==> config.mk <==
export PLATFORM = sky130hd
export DESIGN_NAME = adgu_core
export DESIGN_NICKNAME = d
export VERILOG_FILES = /design/src/adgu_pkg.sv /design/src/adgu_core.sv
export SDC_FILE = /design/constraint.sdc
export NUM_CORES = 1
export LEC_CHECK = 0
export ABC_AREA = 0
export BUFFER_PORTS_ARGS = -buffer_cell sky130_fd_sc_hd__buf_2
export CORE_UTILIZATION = 56
export CTS_CLUSTER_DIAMETER = 30
export DETAILED_ROUTE_END_ITERATION = 8
export GPL_TIMING_DRIVEN = 0
export PLACE_DENSITY_LB_ADDON = 0.3
export SLEW_MARGIN = 30
export SYNTH_ARGS = -nofsm -noshare
export SYNTH_HDL_FRONTEND = slang
export SYNTH_SLANG_ARGS = --single-unit
==> constraint.sdc <==
create_clock -name i_sys_clk -period 6.7 [get_ports i_sys_clk]
set_input_delay 1.005 -clock i_sys_clk [delete_from_list [all_inputs] [get_ports i_sys_clk]]
set_output_delay 1.005 -clock i_sys_clk [all_outputs]
set_load 0.05 [all_outputs]
==> src/adgu_pkg.sv <==
// address generation datapath: shared constants, register select codes and carrier types
// assumes a single instruction clock where one instruction cycle is one clock cycle
package adgu_pkg;

    localparam int ADDR_W = 16;

    // register select codes on the global data bus
    localparam logic [2:0] SEL_PTR0 = 3'h0;
    localparam logic [2:0] SEL_PTR1 = 3'h1;
    localparam logic [2:0] SEL_PTR2 = 3'h2;
    localparam logic [2:0] SEL_PTR3 = 3'h3;
    localparam logic [2:0] SEL_STACK = 3'h4;
    localparam logic [2:0] SEL_OFFSET = 3'h5;
    localparam logic [2:0] SEL_MODIFIER = 3'h6;

    // reset values and other fixed constants
    localparam logic [15:0] MODIFIER_RESET = 16'hffff;
    localparam logic [15:0] MODIFIER_LINEAR = 16'hffff;
    localparam logic [15:0] PTR_RESET = 16'h0000;
    localparam logic [15:0] READ_ZERO = 16'h0000;
    localparam logic [15:0] STEP_ONE = 16'h0001;
    localparam logic [15:0] STEP_MINUS_ONE = 16'hffff;

    typedef enum logic [1:0] {
        STEP_NONE,
        STEP_INC,
        STEP_DEC,
        STEP_OFFSET
    } adgu_step_t;

    // one address request from the program controller
    typedef struct packed {
        logic valid;
        logic [2:0] ptr;
        adgu_step_t step;
        logic index;
        logic use_mod1;
        logic prog;
        logic ea_only;
        logic pop;
        logic dual;
        logic dual_dec;
    } adgu_op_t;

    // one register move on the global data bus
    typedef struct packed {
        logic wr;
        logic rd;
        logic bitop;
        logic [2:0] sel;
        logic [15:0] data;
    } adgu_mv_t;

endpackage : adgu_pkg

==> src/adgu_core.sv <==
// address generation datapath: pointer file, modulo unit, pointer 3 inc/dec unit
// assumes requests are decoded by the program controller one instruction per clock
`timescale 1ns/1ps
`default_nettype none

module adgu_core
    import adgu_pkg::*;
#(
    parameter logic [15:0] ONCHIP_LAST = 16'h07ff
) (
    // clock and reset
    input wire logic i_sys_clk,
    input wire logic i_sys_rst,
    // global data bus moves
    input wire adgu_mv_t i_mv,
    input wire logic i_next_uses_offset,
    output logic [15:0] o_gbus_rdata,
    output logic o_stretch,
    // address request
    input wire adgu_op_t i_op,
    output logic o_ptr_hazard,
    output logic o_dual_err,
    // address buses
    output logic [15:0] o_prim_addr,
    output logic o_prim_en,
    output logic [15:0] o_sec_addr,
    output logic o_sec_en,
    output logic o_sec_err,
    output logic [15:0] o_pgm_addr,
    output logic o_pgm_en
);

    if (ADDR_W != 16) begin : g_width_check
        $error("address width must be 16");
    end

    logic [15:0] ptr_ff [0:3];
    logic [15:0] stack_ff;
    logic [15:0] offset_ff;
    logic [15:0] modifier_ff;
    logic pend_vld_ff;
    logic [2:0] pend_sel_ff;
    logic [15:0] pend_data_ff;

    logic [2:0] op_ptr;
    logic [15:0] cur_ptr;
    logic [15:0] step_val;
    logic [15:0] linear;
    logic [15:0] mod_mask;
    logic [15:0] mod_base;
    logic signed [17:0] full_sum;
    logic signed [17:0] mod_top;
    logic signed [17:0] mod_size;
    logic mod_en;
    logic wrap;
    logic [15:0] mau_out;
    logic mau_wr;
    logic incdec_wr;
    logic [15:0] incdec_out;
    logic delayed_wr;

    function automatic logic [15:0] reg_of(input logic [2:0] sel, input logic [15:0] p0,
        input logic [15:0] p1, input logic [15:0] p2, input logic [15:0] p3,
        input logic [15:0] st, input logic [15:0] of, input logic [15:0] md);
        logic [15:0] r;
        r = READ_ZERO;
        unique case (sel)
            SEL_PTR0: r = p0;
            SEL_PTR1: r = p1;
            SEL_PTR2: r = p2;
            SEL_PTR3: r = p3;
            SEL_STACK: r = st;
            SEL_OFFSET: r = of;
            SEL_MODIFIER: r = md;
            default: r = READ_ZERO;
        endcase
        return r;
    endfunction : reg_of

    // pop always walks the stack downward
    assign op_ptr = i_op.pop ? SEL_STACK : i_op.ptr;

    always_comb begin
        cur_ptr = stack_ff;
        if (op_ptr < SEL_STACK) begin
            cur_ptr = ptr_ff[op_ptr[1:0]];
        end
    end

    // offset applies to every pointer and the stack
    always_comb begin
        step_val = READ_ZERO;
        if (i_op.pop) begin
            step_val = STEP_MINUS_ONE;
        end else begin
            unique case (i_op.step)
                STEP_NONE: step_val = READ_ZERO;
                STEP_INC: step_val = STEP_ONE;
                STEP_DEC: step_val = STEP_MINUS_ONE;
                STEP_OFFSET: step_val = offset_ff;
            endcase
        end
    end

    // 16-bit sum drops the carry, so linear updates wrap
    assign linear = cur_ptr + step_val;

    // modifier only for pointer 0, or pointer 1 on request
    assign mod_en = ((op_ptr == SEL_PTR0) || (op_ptr == SEL_PTR1 && i_op.use_mod1))
        && (modifier_ff != MODIFIER_LINEAR);

    always_comb begin
        mod_mask = modifier_ff;
        for (int i = 1; i < 16; i++) begin
            mod_mask = mod_mask | (mod_mask >> 1);
        end
    end

    // buffer base is the pointer aligned to the power of two covering the modulus
    assign mod_base = cur_ptr & ~mod_mask;
    assign mod_top = $signed({2'b00, mod_base}) + $signed({2'b00, modifier_ff});
    assign mod_size = $signed({2'b00, modifier_ff}) + 18'sd1;
    assign full_sum = $signed({2'b00, cur_ptr}) + $signed({{2{step_val[15]}}, step_val});

    // wraparound only when the linear sum leaves the buffer
    assign wrap = mod_en && (step_val[15] ? (full_sum < $signed({2'b00, mod_base}))
        : (full_sum > mod_top));

    always_comb begin
        mau_out = linear;
        if (wrap) begin
            if (step_val[15]) begin
                mau_out = 16'(full_sum + mod_size);
            end else begin
                mau_out = 16'(full_sum - mod_size);
            end
        end
    end

    assign mau_wr = i_op.valid && !i_op.index && (i_op.pop || i_op.step != STEP_NONE);
    assign o_dual_err = i_op.valid && i_op.dual && (op_ptr == SEL_PTR3);
    assign incdec_wr = i_op.valid && i_op.dual && !o_dual_err;
    assign incdec_out = ptr_ff[3] + (i_op.dual_dec ? STEP_MINUS_ONE : STEP_ONE);

    // move or bit-op writes to pointers, stack and modifier, and bit-op writes
    // to the offset, sit one cycle in a pending stage before they land
    assign delayed_wr = i_mv.wr && i_mv.sel <= SEL_MODIFIER
        && (i_mv.sel != SEL_OFFSET || i_mv.bitop);

    always_ff @(posedge i_sys_clk) begin
        if (i_sys_rst) begin
            pend_vld_ff <= 1'b0;
            pend_sel_ff <= SEL_PTR0;
            pend_data_ff <= PTR_RESET;
        end else begin
            pend_vld_ff <= delayed_wr;
            pend_sel_ff <= i_mv.sel;
            pend_data_ff <= i_mv.data;
        end
    end

    // a pointer used while its new value is still pending gets the old value
    assign o_ptr_hazard = i_op.valid && pend_vld_ff && (pend_sel_ff == op_ptr
        || pend_sel_ff == SEL_MODIFIER || (i_op.dual && pend_sel_ff == SEL_PTR3)
        || (i_op.step == STEP_OFFSET && pend_sel_ff == SEL_OFFSET));

    // pointer file: pending move beats the modulo unit, which beats inc/dec
    always_ff @(posedge i_sys_clk) begin
        if (i_sys_rst) begin
            for (int i = 0; i < 4; i++) begin
                ptr_ff[i] <= PTR_RESET;
            end
        end else begin
            for (int i = 0; i < 4; i++) begin
                if (pend_vld_ff && pend_sel_ff == 3'(i)) begin
                    ptr_ff[i] <= pend_data_ff;
                end else if (mau_wr && op_ptr == 3'(i)) begin
                    ptr_ff[i] <= mau_out;
                end else if (incdec_wr && i == 3) begin
                    ptr_ff[i] <= incdec_out;
                end
            end
        end
    end

    // stack resets to zero like the pointers; software must load it
    always_ff @(posedge i_sys_clk) begin
        if (i_sys_rst) begin
            stack_ff <= PTR_RESET;
        end else if (pend_vld_ff && pend_sel_ff == SEL_STACK) begin
            stack_ff <= pend_data_ff;
        end else if (mau_wr && op_ptr == SEL_STACK) begin
            stack_ff <= linear;
        end
    end

    always_ff @(posedge i_sys_clk) begin
        if (i_sys_rst) begin
            modifier_ff <= MODIFIER_RESET;
        end else if (pend_vld_ff && pend_sel_ff == SEL_MODIFIER) begin
            modifier_ff <= pend_data_ff;
        end
    end

    // a plain move reaches the offset at once
    always_ff @(posedge i_sys_clk) begin
        if (i_sys_rst) begin
            offset_ff <= PTR_RESET;
        end else if (i_mv.wr && !i_mv.bitop && i_mv.sel == SEL_OFFSET) begin
            offset_ff <= i_mv.data;
        end else if (pend_vld_ff && pend_sel_ff == SEL_OFFSET) begin
            offset_ff <= pend_data_ff;
        end
    end

    // extra cycle only when the very next instruction needs the new offset
    assign o_stretch = i_mv.wr && !i_mv.bitop && i_mv.sel == SEL_OFFSET
        && i_next_uses_offset;

    always_ff @(posedge i_sys_clk) begin
        if (i_sys_rst) begin
            o_gbus_rdata <= READ_ZERO;
        end else if (i_mv.rd) begin
            o_gbus_rdata <= reg_of(i_mv.sel, ptr_ff[0], ptr_ff[1], ptr_ff[2], ptr_ff[3],
                stack_ff, offset_ff, modifier_ff);
        end
    end

    // address buses, registered; indexed modes issue the sum on the primary bus, others the pointer; the program bus always takes the pointer
    always_ff @(posedge i_sys_clk) begin
        if (i_sys_rst) begin
            o_prim_addr <= READ_ZERO;
            o_prim_en <= 1'b0;
            o_pgm_addr <= READ_ZERO;
            o_pgm_en <= 1'b0;
        end else begin
            o_prim_en <= i_op.valid && !i_op.prog && !i_op.ea_only;
            o_pgm_en <= i_op.valid && i_op.prog && !i_op.ea_only;
            if (i_op.valid) begin
                o_prim_addr <= i_op.index ? mau_out : cur_ptr;
                o_pgm_addr <= cur_ptr;
            end
        end
    end

    // second read only to on-chip memory; an off-chip address is blocked
    always_ff @(posedge i_sys_clk) begin
        if (i_sys_rst) begin
            o_sec_addr <= READ_ZERO;
            o_sec_en <= 1'b0;
            o_sec_err <= 1'b0;
        end else begin
            o_sec_en <= incdec_wr && ptr_ff[3] <= ONCHIP_LAST;
            o_sec_err <= incdec_wr && ptr_ff[3] > ONCHIP_LAST;
            if (incdec_wr) begin
                o_sec_addr <= ptr_ff[3];
            end
        end
    end

    a_modifier_reset: assert property (@(posedge i_sys_clk)
        i_sys_rst |=> modifier_ff == MODIFIER_RESET)
        else $error("modifier not all ones after reset");

    a_ptr_move_delay: assert property (@(posedge i_sys_clk) disable iff (i_sys_rst)
        (i_mv.wr && i_mv.sel <= SEL_PTR3)
        |-> ##2 ptr_ff[$past(i_mv.sel[1:0], 2)] == $past(i_mv.data, 2))
        else $error("moved pointer not landed two cycles later");

    a_offset_move_now: assert property (@(posedge i_sys_clk)
        disable iff (i_sys_rst)
        (i_mv.wr && !i_mv.bitop && i_mv.sel == SEL_OFFSET) |=> offset_ff == $past(i_mv.data))
        else $error("offset move not visible next cycle");

    a_offset_bitop_late: assert property (@(posedge i_sys_clk)
        disable iff (i_sys_rst)
        (i_mv.wr && i_mv.bitop && i_mv.sel == SEL_OFFSET && !$past(delayed_wr)
        && offset_ff != i_mv.data) |=> offset_ff != $past(i_mv.data))
        else $error("offset bit-op write visible too early");

    a_linear_wrap: assert property (@(posedge i_sys_clk) disable iff (i_sys_rst)
        (mau_wr && op_ptr <= SEL_PTR3 && !mod_en && i_op.step == STEP_INC
        && cur_ptr == 16'hffff && !pend_vld_ff) |=> ptr_ff[$past(op_ptr[1:0])] == 16'h0000)
        else $error("linear update did not wrap to zero");

    a_no_mod_high: assert property (@(posedge i_sys_clk) disable iff (i_sys_rst)
        (i_op.valid && i_op.index && !i_op.pop && op_ptr >= SEL_PTR2)
        |=> o_prim_addr == $past(cur_ptr + step_val))
        else $error("modifier affected pointer 2, 3 or stack");

    a_mod_wrap: assert property (@(posedge i_sys_clk) disable iff (i_sys_rst)
        (mau_wr && op_ptr == SEL_PTR0 && i_op.step == STEP_INC && modifier_ff == 16'h0003
        && ptr_ff[0] == 16'h0003 && !pend_vld_ff) |=> ptr_ff[0] == 16'h0000)
        else $error("modulo increment did not wrap");

    a_incdec_linear: assert property (@(posedge i_sys_clk) disable iff (i_sys_rst)
        (incdec_wr && !i_op.dual_dec && !pend_vld_ff) |=> ptr_ff[3] == $past(ptr_ff[3]) + 16'h0001)
        else $error("pointer 3 not incremented in dual read");

    a_sec_onchip: assert property (@(posedge i_sys_clk) disable iff (i_sys_rst)
        o_sec_en |-> o_sec_addr <= ONCHIP_LAST && !o_sec_err)
        else $error("secondary address left on-chip memory");

    a_pop_dec: assert property (@(posedge i_sys_clk) disable iff (i_sys_rst)
        (i_op.valid && i_op.pop && !i_op.index && !pend_vld_ff)
        |=> stack_ff == $past(stack_ff) - 16'h0001)
        else $error("stack not decremented after pop");

    a_dual_both: assert property (@(posedge i_sys_clk) disable iff (i_sys_rst)
        (incdec_wr && !i_op.ea_only && !i_op.prog) |=> o_prim_en && (o_sec_en || o_sec_err))
        else $error("dual read did not issue two addresses");

    a_old_ptr_used: assert property (@(posedge i_sys_clk) disable iff (i_sys_rst)
        (i_mv.wr && i_mv.sel <= SEL_PTR3 ##1 i_op.valid && !i_op.pop && !i_op.index
        && i_op.ptr == $past(i_mv.sel)) |=> o_prim_addr == $past(ptr_ff[i_op.ptr[1:0]]))
        else $error("pending pointer move used too early");

    a_mod_wrap_down: assert property (@(posedge i_sys_clk) disable iff (i_sys_rst)
        (mau_wr && op_ptr == SEL_PTR0 && i_op.step == STEP_DEC && modifier_ff == 16'h0003
        && ptr_ff[0] == 16'h0000 && !pend_vld_ff) |=> ptr_ff[0] == 16'h0003)
        else $error("modulo decrement did not wrap");

    a_pgm_addr_issue: assert property (@(posedge i_sys_clk) disable iff (i_sys_rst)
        (i_op.valid && i_op.prog && !i_op.ea_only) |=> o_pgm_en && !o_prim_en
        && o_pgm_addr == $past(cur_ptr))
        else $error("program access not on program address bus");

    a_offset_stretch: assert property (@(posedge i_sys_clk) disable iff (i_sys_rst)
        (i_mv.wr && !i_mv.bitop && i_mv.sel == SEL_OFFSET) |-> o_stretch == i_next_uses_offset)
        else $error("offset move stretch does not follow next use");

    a_pop_address: assert property (@(posedge i_sys_clk) disable iff (i_sys_rst)
        (i_op.valid && i_op.pop && !i_op.index && !i_op.prog && !i_op.ea_only)
        |=> o_prim_en && o_prim_addr == $past(stack_ff))
        else $error("pop did not address the old stack top");

    a_mod_low_only: assert property (@(posedge i_sys_clk) disable iff (i_sys_rst)
        (i_op.valid && op_ptr >= SEL_PTR2) |-> !wrap)
        else $error("modulo wrap on pointer 2, 3 or stack");

    c_dual_read: cover property (@(posedge i_sys_clk) o_prim_en && o_sec_en);
    c_mod_wrap: cover property (@(posedge i_sys_clk) mau_wr && wrap);
    c_stretch: cover property (@(posedge i_sys_clk) o_stretch);
    c_pop: cover property (@(posedge i_sys_clk) i_op.valid && i_op.pop);

endmodule : adgu_core

`default_nettype wire

==> impl_results.rst <==
.. list-table::
   :header-rows: 1

   * - Metric
     - Value
   * - Result of the run
     - finished, violations left
   * - Violated checks
     - setup timing
   * - Standard cell core area
     - 24600 µm²
   * - Hold-fix buffers at CTS
     - 0
   * - Synthesized netlist cell count
     - 1663
   * - Area contributors post-synth
     - sky130_fd_sc_hd__dfxtp_1 (19%), sky130_fd_sc_hd__edfxtp_1 (13%), sky130_fd_sc_hd__ha_1 (8.3%), sky130_fd_sc_hd__mux2i_1 (5.4%), sky130_fd_sc_hd__nor2_1 (5.2%)
   * - Final WS setup
     - -141 ps
   * - Number of top-level pins
     - 109
   * - DIE AREA
     - 26100 µm²
   * - Non-filler cells, final
     - 2165
   * - Die extent in x
     - 161 µm
   * - Power Total
     - 4.02 mW
   * - Fraction of the yosys area taken by sequential cells
     - 0.326
   * - Worst hold path cell count
     - 2
   * - Starting Density
     - 0.579
   * - Accumulated negative setup slack
     - -3940 ps
   * - Crit path top cell by count
     - sky130_fd_sc_hd__o21ai_1
   * - Number of global-route vias before repair
     - 13300
   * - Sort of element at the start of the critical path
     - primary input
   * - Worst-case clock skew
     - 15.9 ps
   * - Global route hottest layer
     - met2
   * - Most common library cells after synthesis
     - sky130_fd_sc_hd__nor2_1 (197), sky130_fd_sc_hd__nand2_1 (185), sky130_fd_sc_hd__dfxtp_1 (136)
   * - Number of distinct library cells after synthesis
     - 79
   * - Number of cell rows
     - 57
   * - Number of enable flip-flop cells after synthesis
     - 64
   * - HPWL Detailed
     - 43100 µm
   * - Hold Path Class
     - flop to flop
   * - Hold Fails Final Rpt
     - 0
   * - Tcrit/Tclk final
     - 1.02
   * - Wire length of the first global-routing pass
     - 82900 µm
   * - Count leader, synth
     - sky130_fd_sc_hd__nor2_1
   * - Via count of the routed design
     - 14300
   * - Source-to-sink clock delay at the later pin of the worst-skew pair
     - 450 ps
   * - Final #Nets
     - 1965
   * - Final Setup Violations
     - 61
   * - Count of inserted antenna diode cells
     - 0
   * - Least-Margin Pin Slew
     - 1090 ps
   * - Clock transition at the register clock pins on the worst setup and hold paths after CTS
     - 80 ps
   * - TritonCTS Buffers
     - 17
   * - Global-route total usage across every layer
     - 0.436
   * - Average via count per standard cell
     - 6.60
   * - Post-Syn Area
     - 14200 µm²
   * - Cell taking the most area after synthesis
     - sky130_fd_sc_hd__dfxtp_1
   * - Number of cells in the design after placement
     - 2092
   * - Period minus WS final
     - 6840 ps
   * - Share of cells above drive strength 1
     - 0.168
   * - Ys async rst share
     - 0
   * - Final core occ
     - 0.676
   * - Number of buffers between clock root and the deepest sink
     - 2
   * - Mean instance size in the synthesized netlist
     - 8.56 µm²
   * - Antenna Violating Nets Remaining
     - 0
   * - Arrival time of data at the critical path endpoint
     - 7040 ps
   * - Routed length per placed instance
     - 26.6 µm
   * - Synth-to-Final Area Change
     - 16.9%
   * - Die Y-Extent
     - 161 µm
   * - Aggregate routed wire length
     - 57500 µm
   * - Largest stage delay on the critical path
     - 880 ps
   * - Fmax achieved
     - 0.146 GHz
   * - Root buffer selected by CTS
     - sky130_fd_sc_hd__clkbuf_16
   * - Critical Path Fanout Max
     - 7
   * - Synthesis-stage register bit count
     - 200
   * - Warning count from the yosys run
     - 0
   * - Router iterations before antenna repair
     - 6
   * - Reported max-cap violation count
     - 0
   * - Worst vdd rail ir drop
     - 0.000151 V
   * - Cells along the critical path
     - buf_12 -> nor2_4 -> or2_1 -> buf_6 -> buf_4 -> a222oi_1 -> o21ai_1 -> ha_1 -> o21ai_0 -> o21ai_1 -> a31oi_2 -> o21ai_1 -> a211oi_1 -> xnor2_1 -> ha_1 -> nand2_1 -> or4_1 -> o2111ai_1 -> a31o_1 -> o22ai_4 -> buf_6 -> buf_12 -> mux2_4 -> a221o_1
   * - Starting DRC count in detailed routing
     - 1712
   * - Max-slew headroom
     - 0.268
   * - Global routing met1 resource utilization
     - 0.535
   * - Critical Path RT
     - 6900 ps
   * - Number of pins exceeding their max-slew limit in the final report
     - 0
   * - Most used flip-flop cell after synthesis
     - sky130_fd_sc_hd__dfxtp_1
   * - Final RePlAce weighted congestion
     - 1.08
   * - Met3 usage in global routing
     - 0.104
   * - Antenna violations before repair
     - 0
   * - Pin count of the biggest net entering global routing
     - 21
   * - Drc violations
     - 0
   * - Critical path capture point type
     - flop
   * - Depth of the worst register-to-register path
     - 26
   * - H-tree depth reported by CTS
     - 4
   * - Fraction of synthesized cell area taken by the top area cell type
     - 0.191
   * - Global-route track usage on met2
     - 0.669
   * - Net count of the mapped netlist
     - 1800
   * - Unrepaired setup endpoints after global routing
     - yes
   * - Pwr Density
     - 242 nW/µm²
   * - Number of input and output port buffers inserted
     - 105
   * - GRT Residual Overflow
     - 0
   * - Slowest cell on the critical path
     - sky130_fd_sc_hd__xnor2_1
   * - TritonCTS Sinks
     - 200
   * - WS Path Type
     - primary input to flop
   * - Standby leakage power
     - 7.32 nW
   * - Clock tree from TritonCTS
     - built
-- sequential cells by signal (all words and copies together) (netlist names) --
| name | cells |
|---|---|
| ptr_ff | 64 |
| modifier_ff | 16 |
| o_gbus_rdata | 16 |
| o_pgm_addr | 16 |
| o_prim_addr | 16 |
| o_sec_addr | 16 |
| offset_ff | 16 |
| pend_data_ff | 16 |
| stack_ff | 16 |
| pend_sel_ff | 3 |
| o_pgm_en | 1 |
| o_prim_en | 1 |
| o_sec_en | 1 |
| o_sec_err | 1 |
| pend_vld_ff | 1 |
-- area by class of cell --
type	count	area, µm²
Multi-Input combinational cell	1309	9420
Fill cell	2069	7960
Sequential cell	200	4640
Timing Repair Buffer	148	917
Clock buffer	20	468
Buffer	100	449
Tap cell	324	405
Inverter	52	195
Clock inverter	12	141
-- routing by layer --
layer,vias to the layer above,part of all wire
met5,-,0
met4,0,0.084
met3,267,0.12
met2,961,0.43
met1,6684,0.37
li1,6372,-
-- worst paths after layout --
path,slack (ps),endpoint,startpoint
setup reg to reg,110,ptr_ff[3][5],ptr_ff[3][0]
hold / removal,460,o_sec_addr[11],o_sec_addr[11]
hold reg to reg,460,o_sec_addr[11],o_sec_addr[11]
setup / recovery,-140,ptr_ff[3][5],i_op[10]
-- stage by stage --
step / area [µm²] / worst slack (ps) / hold slack (ps)
after global placement: 15200 / -1880 / 438
after global routing: 16600 / -257 / 471
final: 16600 / -141 / 458
after floorplan: 14200 / 16.1 / 512
after CTS: 16200 / 8.95 / 458
after detailed placement: 15200 / -1650 / 447
-- cells by family after synthesis --
kind of cell | after synthesis | share of synthesized area
flip-flops | 200 | 0.326
XOR/XNOR | 85 | 0.0523
adder cells (fa/ha/maj) | 99 | 0.0891
AND/OR/NAND/NOR | 592 | 0.194
buffers and inverters | 154 | 0.0430
AO/OA/AOI/OAI | 418 | 0.201
multiplexers | 115 | 0.0939
-- worst max-delay path: cells and delay by family --
family | cells | cell delay [ps]
AOI/OAI and AO/OA | 11 | 2510
xor gates and xnor gates | 1 | 880
adders and majority gates | 2 | 760
buffers and inverters | 5 | 660
muxes | 1 | 370
and+or+nand+nor | 4 | 810
-- cells in the final DEF, fill, tap and decap left out, types with 9 or more instances in the layout --
| cell | count |
|---|---|
| sky130_fd_sc_hd__a221o_1 | 9 |
| sky130_fd_sc_hd__o21a_1 | 24 |
| sky130_fd_sc_hd__nor2b_1 | 38 |
| sky130_fd_sc_hd__a31oi_1 | 11 |
| sky130_fd_sc_hd__o221ai_1 | 9 |
| sky130_fd_sc_hd__nand3b_1 | 19 |
| sky130_fd_sc_hd__nor2_1 | 188 |
| sky130_fd_sc_hd__o21bai_1 | 9 |
| sky130_fd_sc_hd__buf_2 | 112 |
| sky130_fd_sc_hd__a21o_1 | 18 |
| sky130_fd_sc_hd__mux4_2 | 12 |
| sky130_fd_sc_hd__a22o_1 | 39 |
| sky130_fd_sc_hd__nor3_1 | 33 |
| sky130_fd_sc_hd__xor2_1 | 28 |
| sky130_fd_sc_hd__mux2i_1 | 73 |
| sky130_fd_sc_hd__buf_6 | 9 |
| sky130_fd_sc_hd__inv_1 | 52 |
| sky130_fd_sc_hd__edfxtp_1 | 64 |
| sky130_fd_sc_hd__xnor2_1 | 49 |
| sky130_fd_sc_hd__mux2_4 | 10 |
| sky130_fd_sc_hd__o21ai_0 | 59 |
| sky130_fd_sc_hd__nand2b_1 | 23 |
| sky130_fd_sc_hd__or3_1 | 10 |
| sky130_fd_sc_hd__dfxtp_1 | 136 |
| sky130_fd_sc_hd__buf_4 | 35 |
| sky130_fd_sc_hd__clkbuf_16 | 19 |
| sky130_fd_sc_hd__ha_1 | 94 |
| sky130_fd_sc_hd__nand2_1 | 183 |
| sky130_fd_sc_hd__clkbuf_1 | 74 |
| sky130_fd_sc_hd__a21oi_1 | 87 |
| sky130_fd_sc_hd__nand4_1 | 10 |
| sky130_fd_sc_hd__o21ai_1 | 20 |
| sky130_fd_sc_hd__mux2_2 | 15 |
| sky130_fd_sc_hd__nand3_1 | 30 |
| sky130_fd_sc_hd__a211oi_1 | 44 |
| sky130_fd_sc_hd__buf_1 | 10 |
-- power by group --
group | switching (mW) | internal, mW | leakage (nW)
sequential | 0.0822 | 1.32 | 1.78
combinational | 0.978 | 0.550 | 5.25
clock | 0.556 | 0.536 | 0.294
-- what timing repair did --
action,in CTS,in global routing
gates resized for setup,61,59
pin swaps,13,36
endpoints found under the setup margin,80,80
buffers inserted,15,27
gates cloned,1,1
Note: power is estimated with default switching activity, not from simulation.
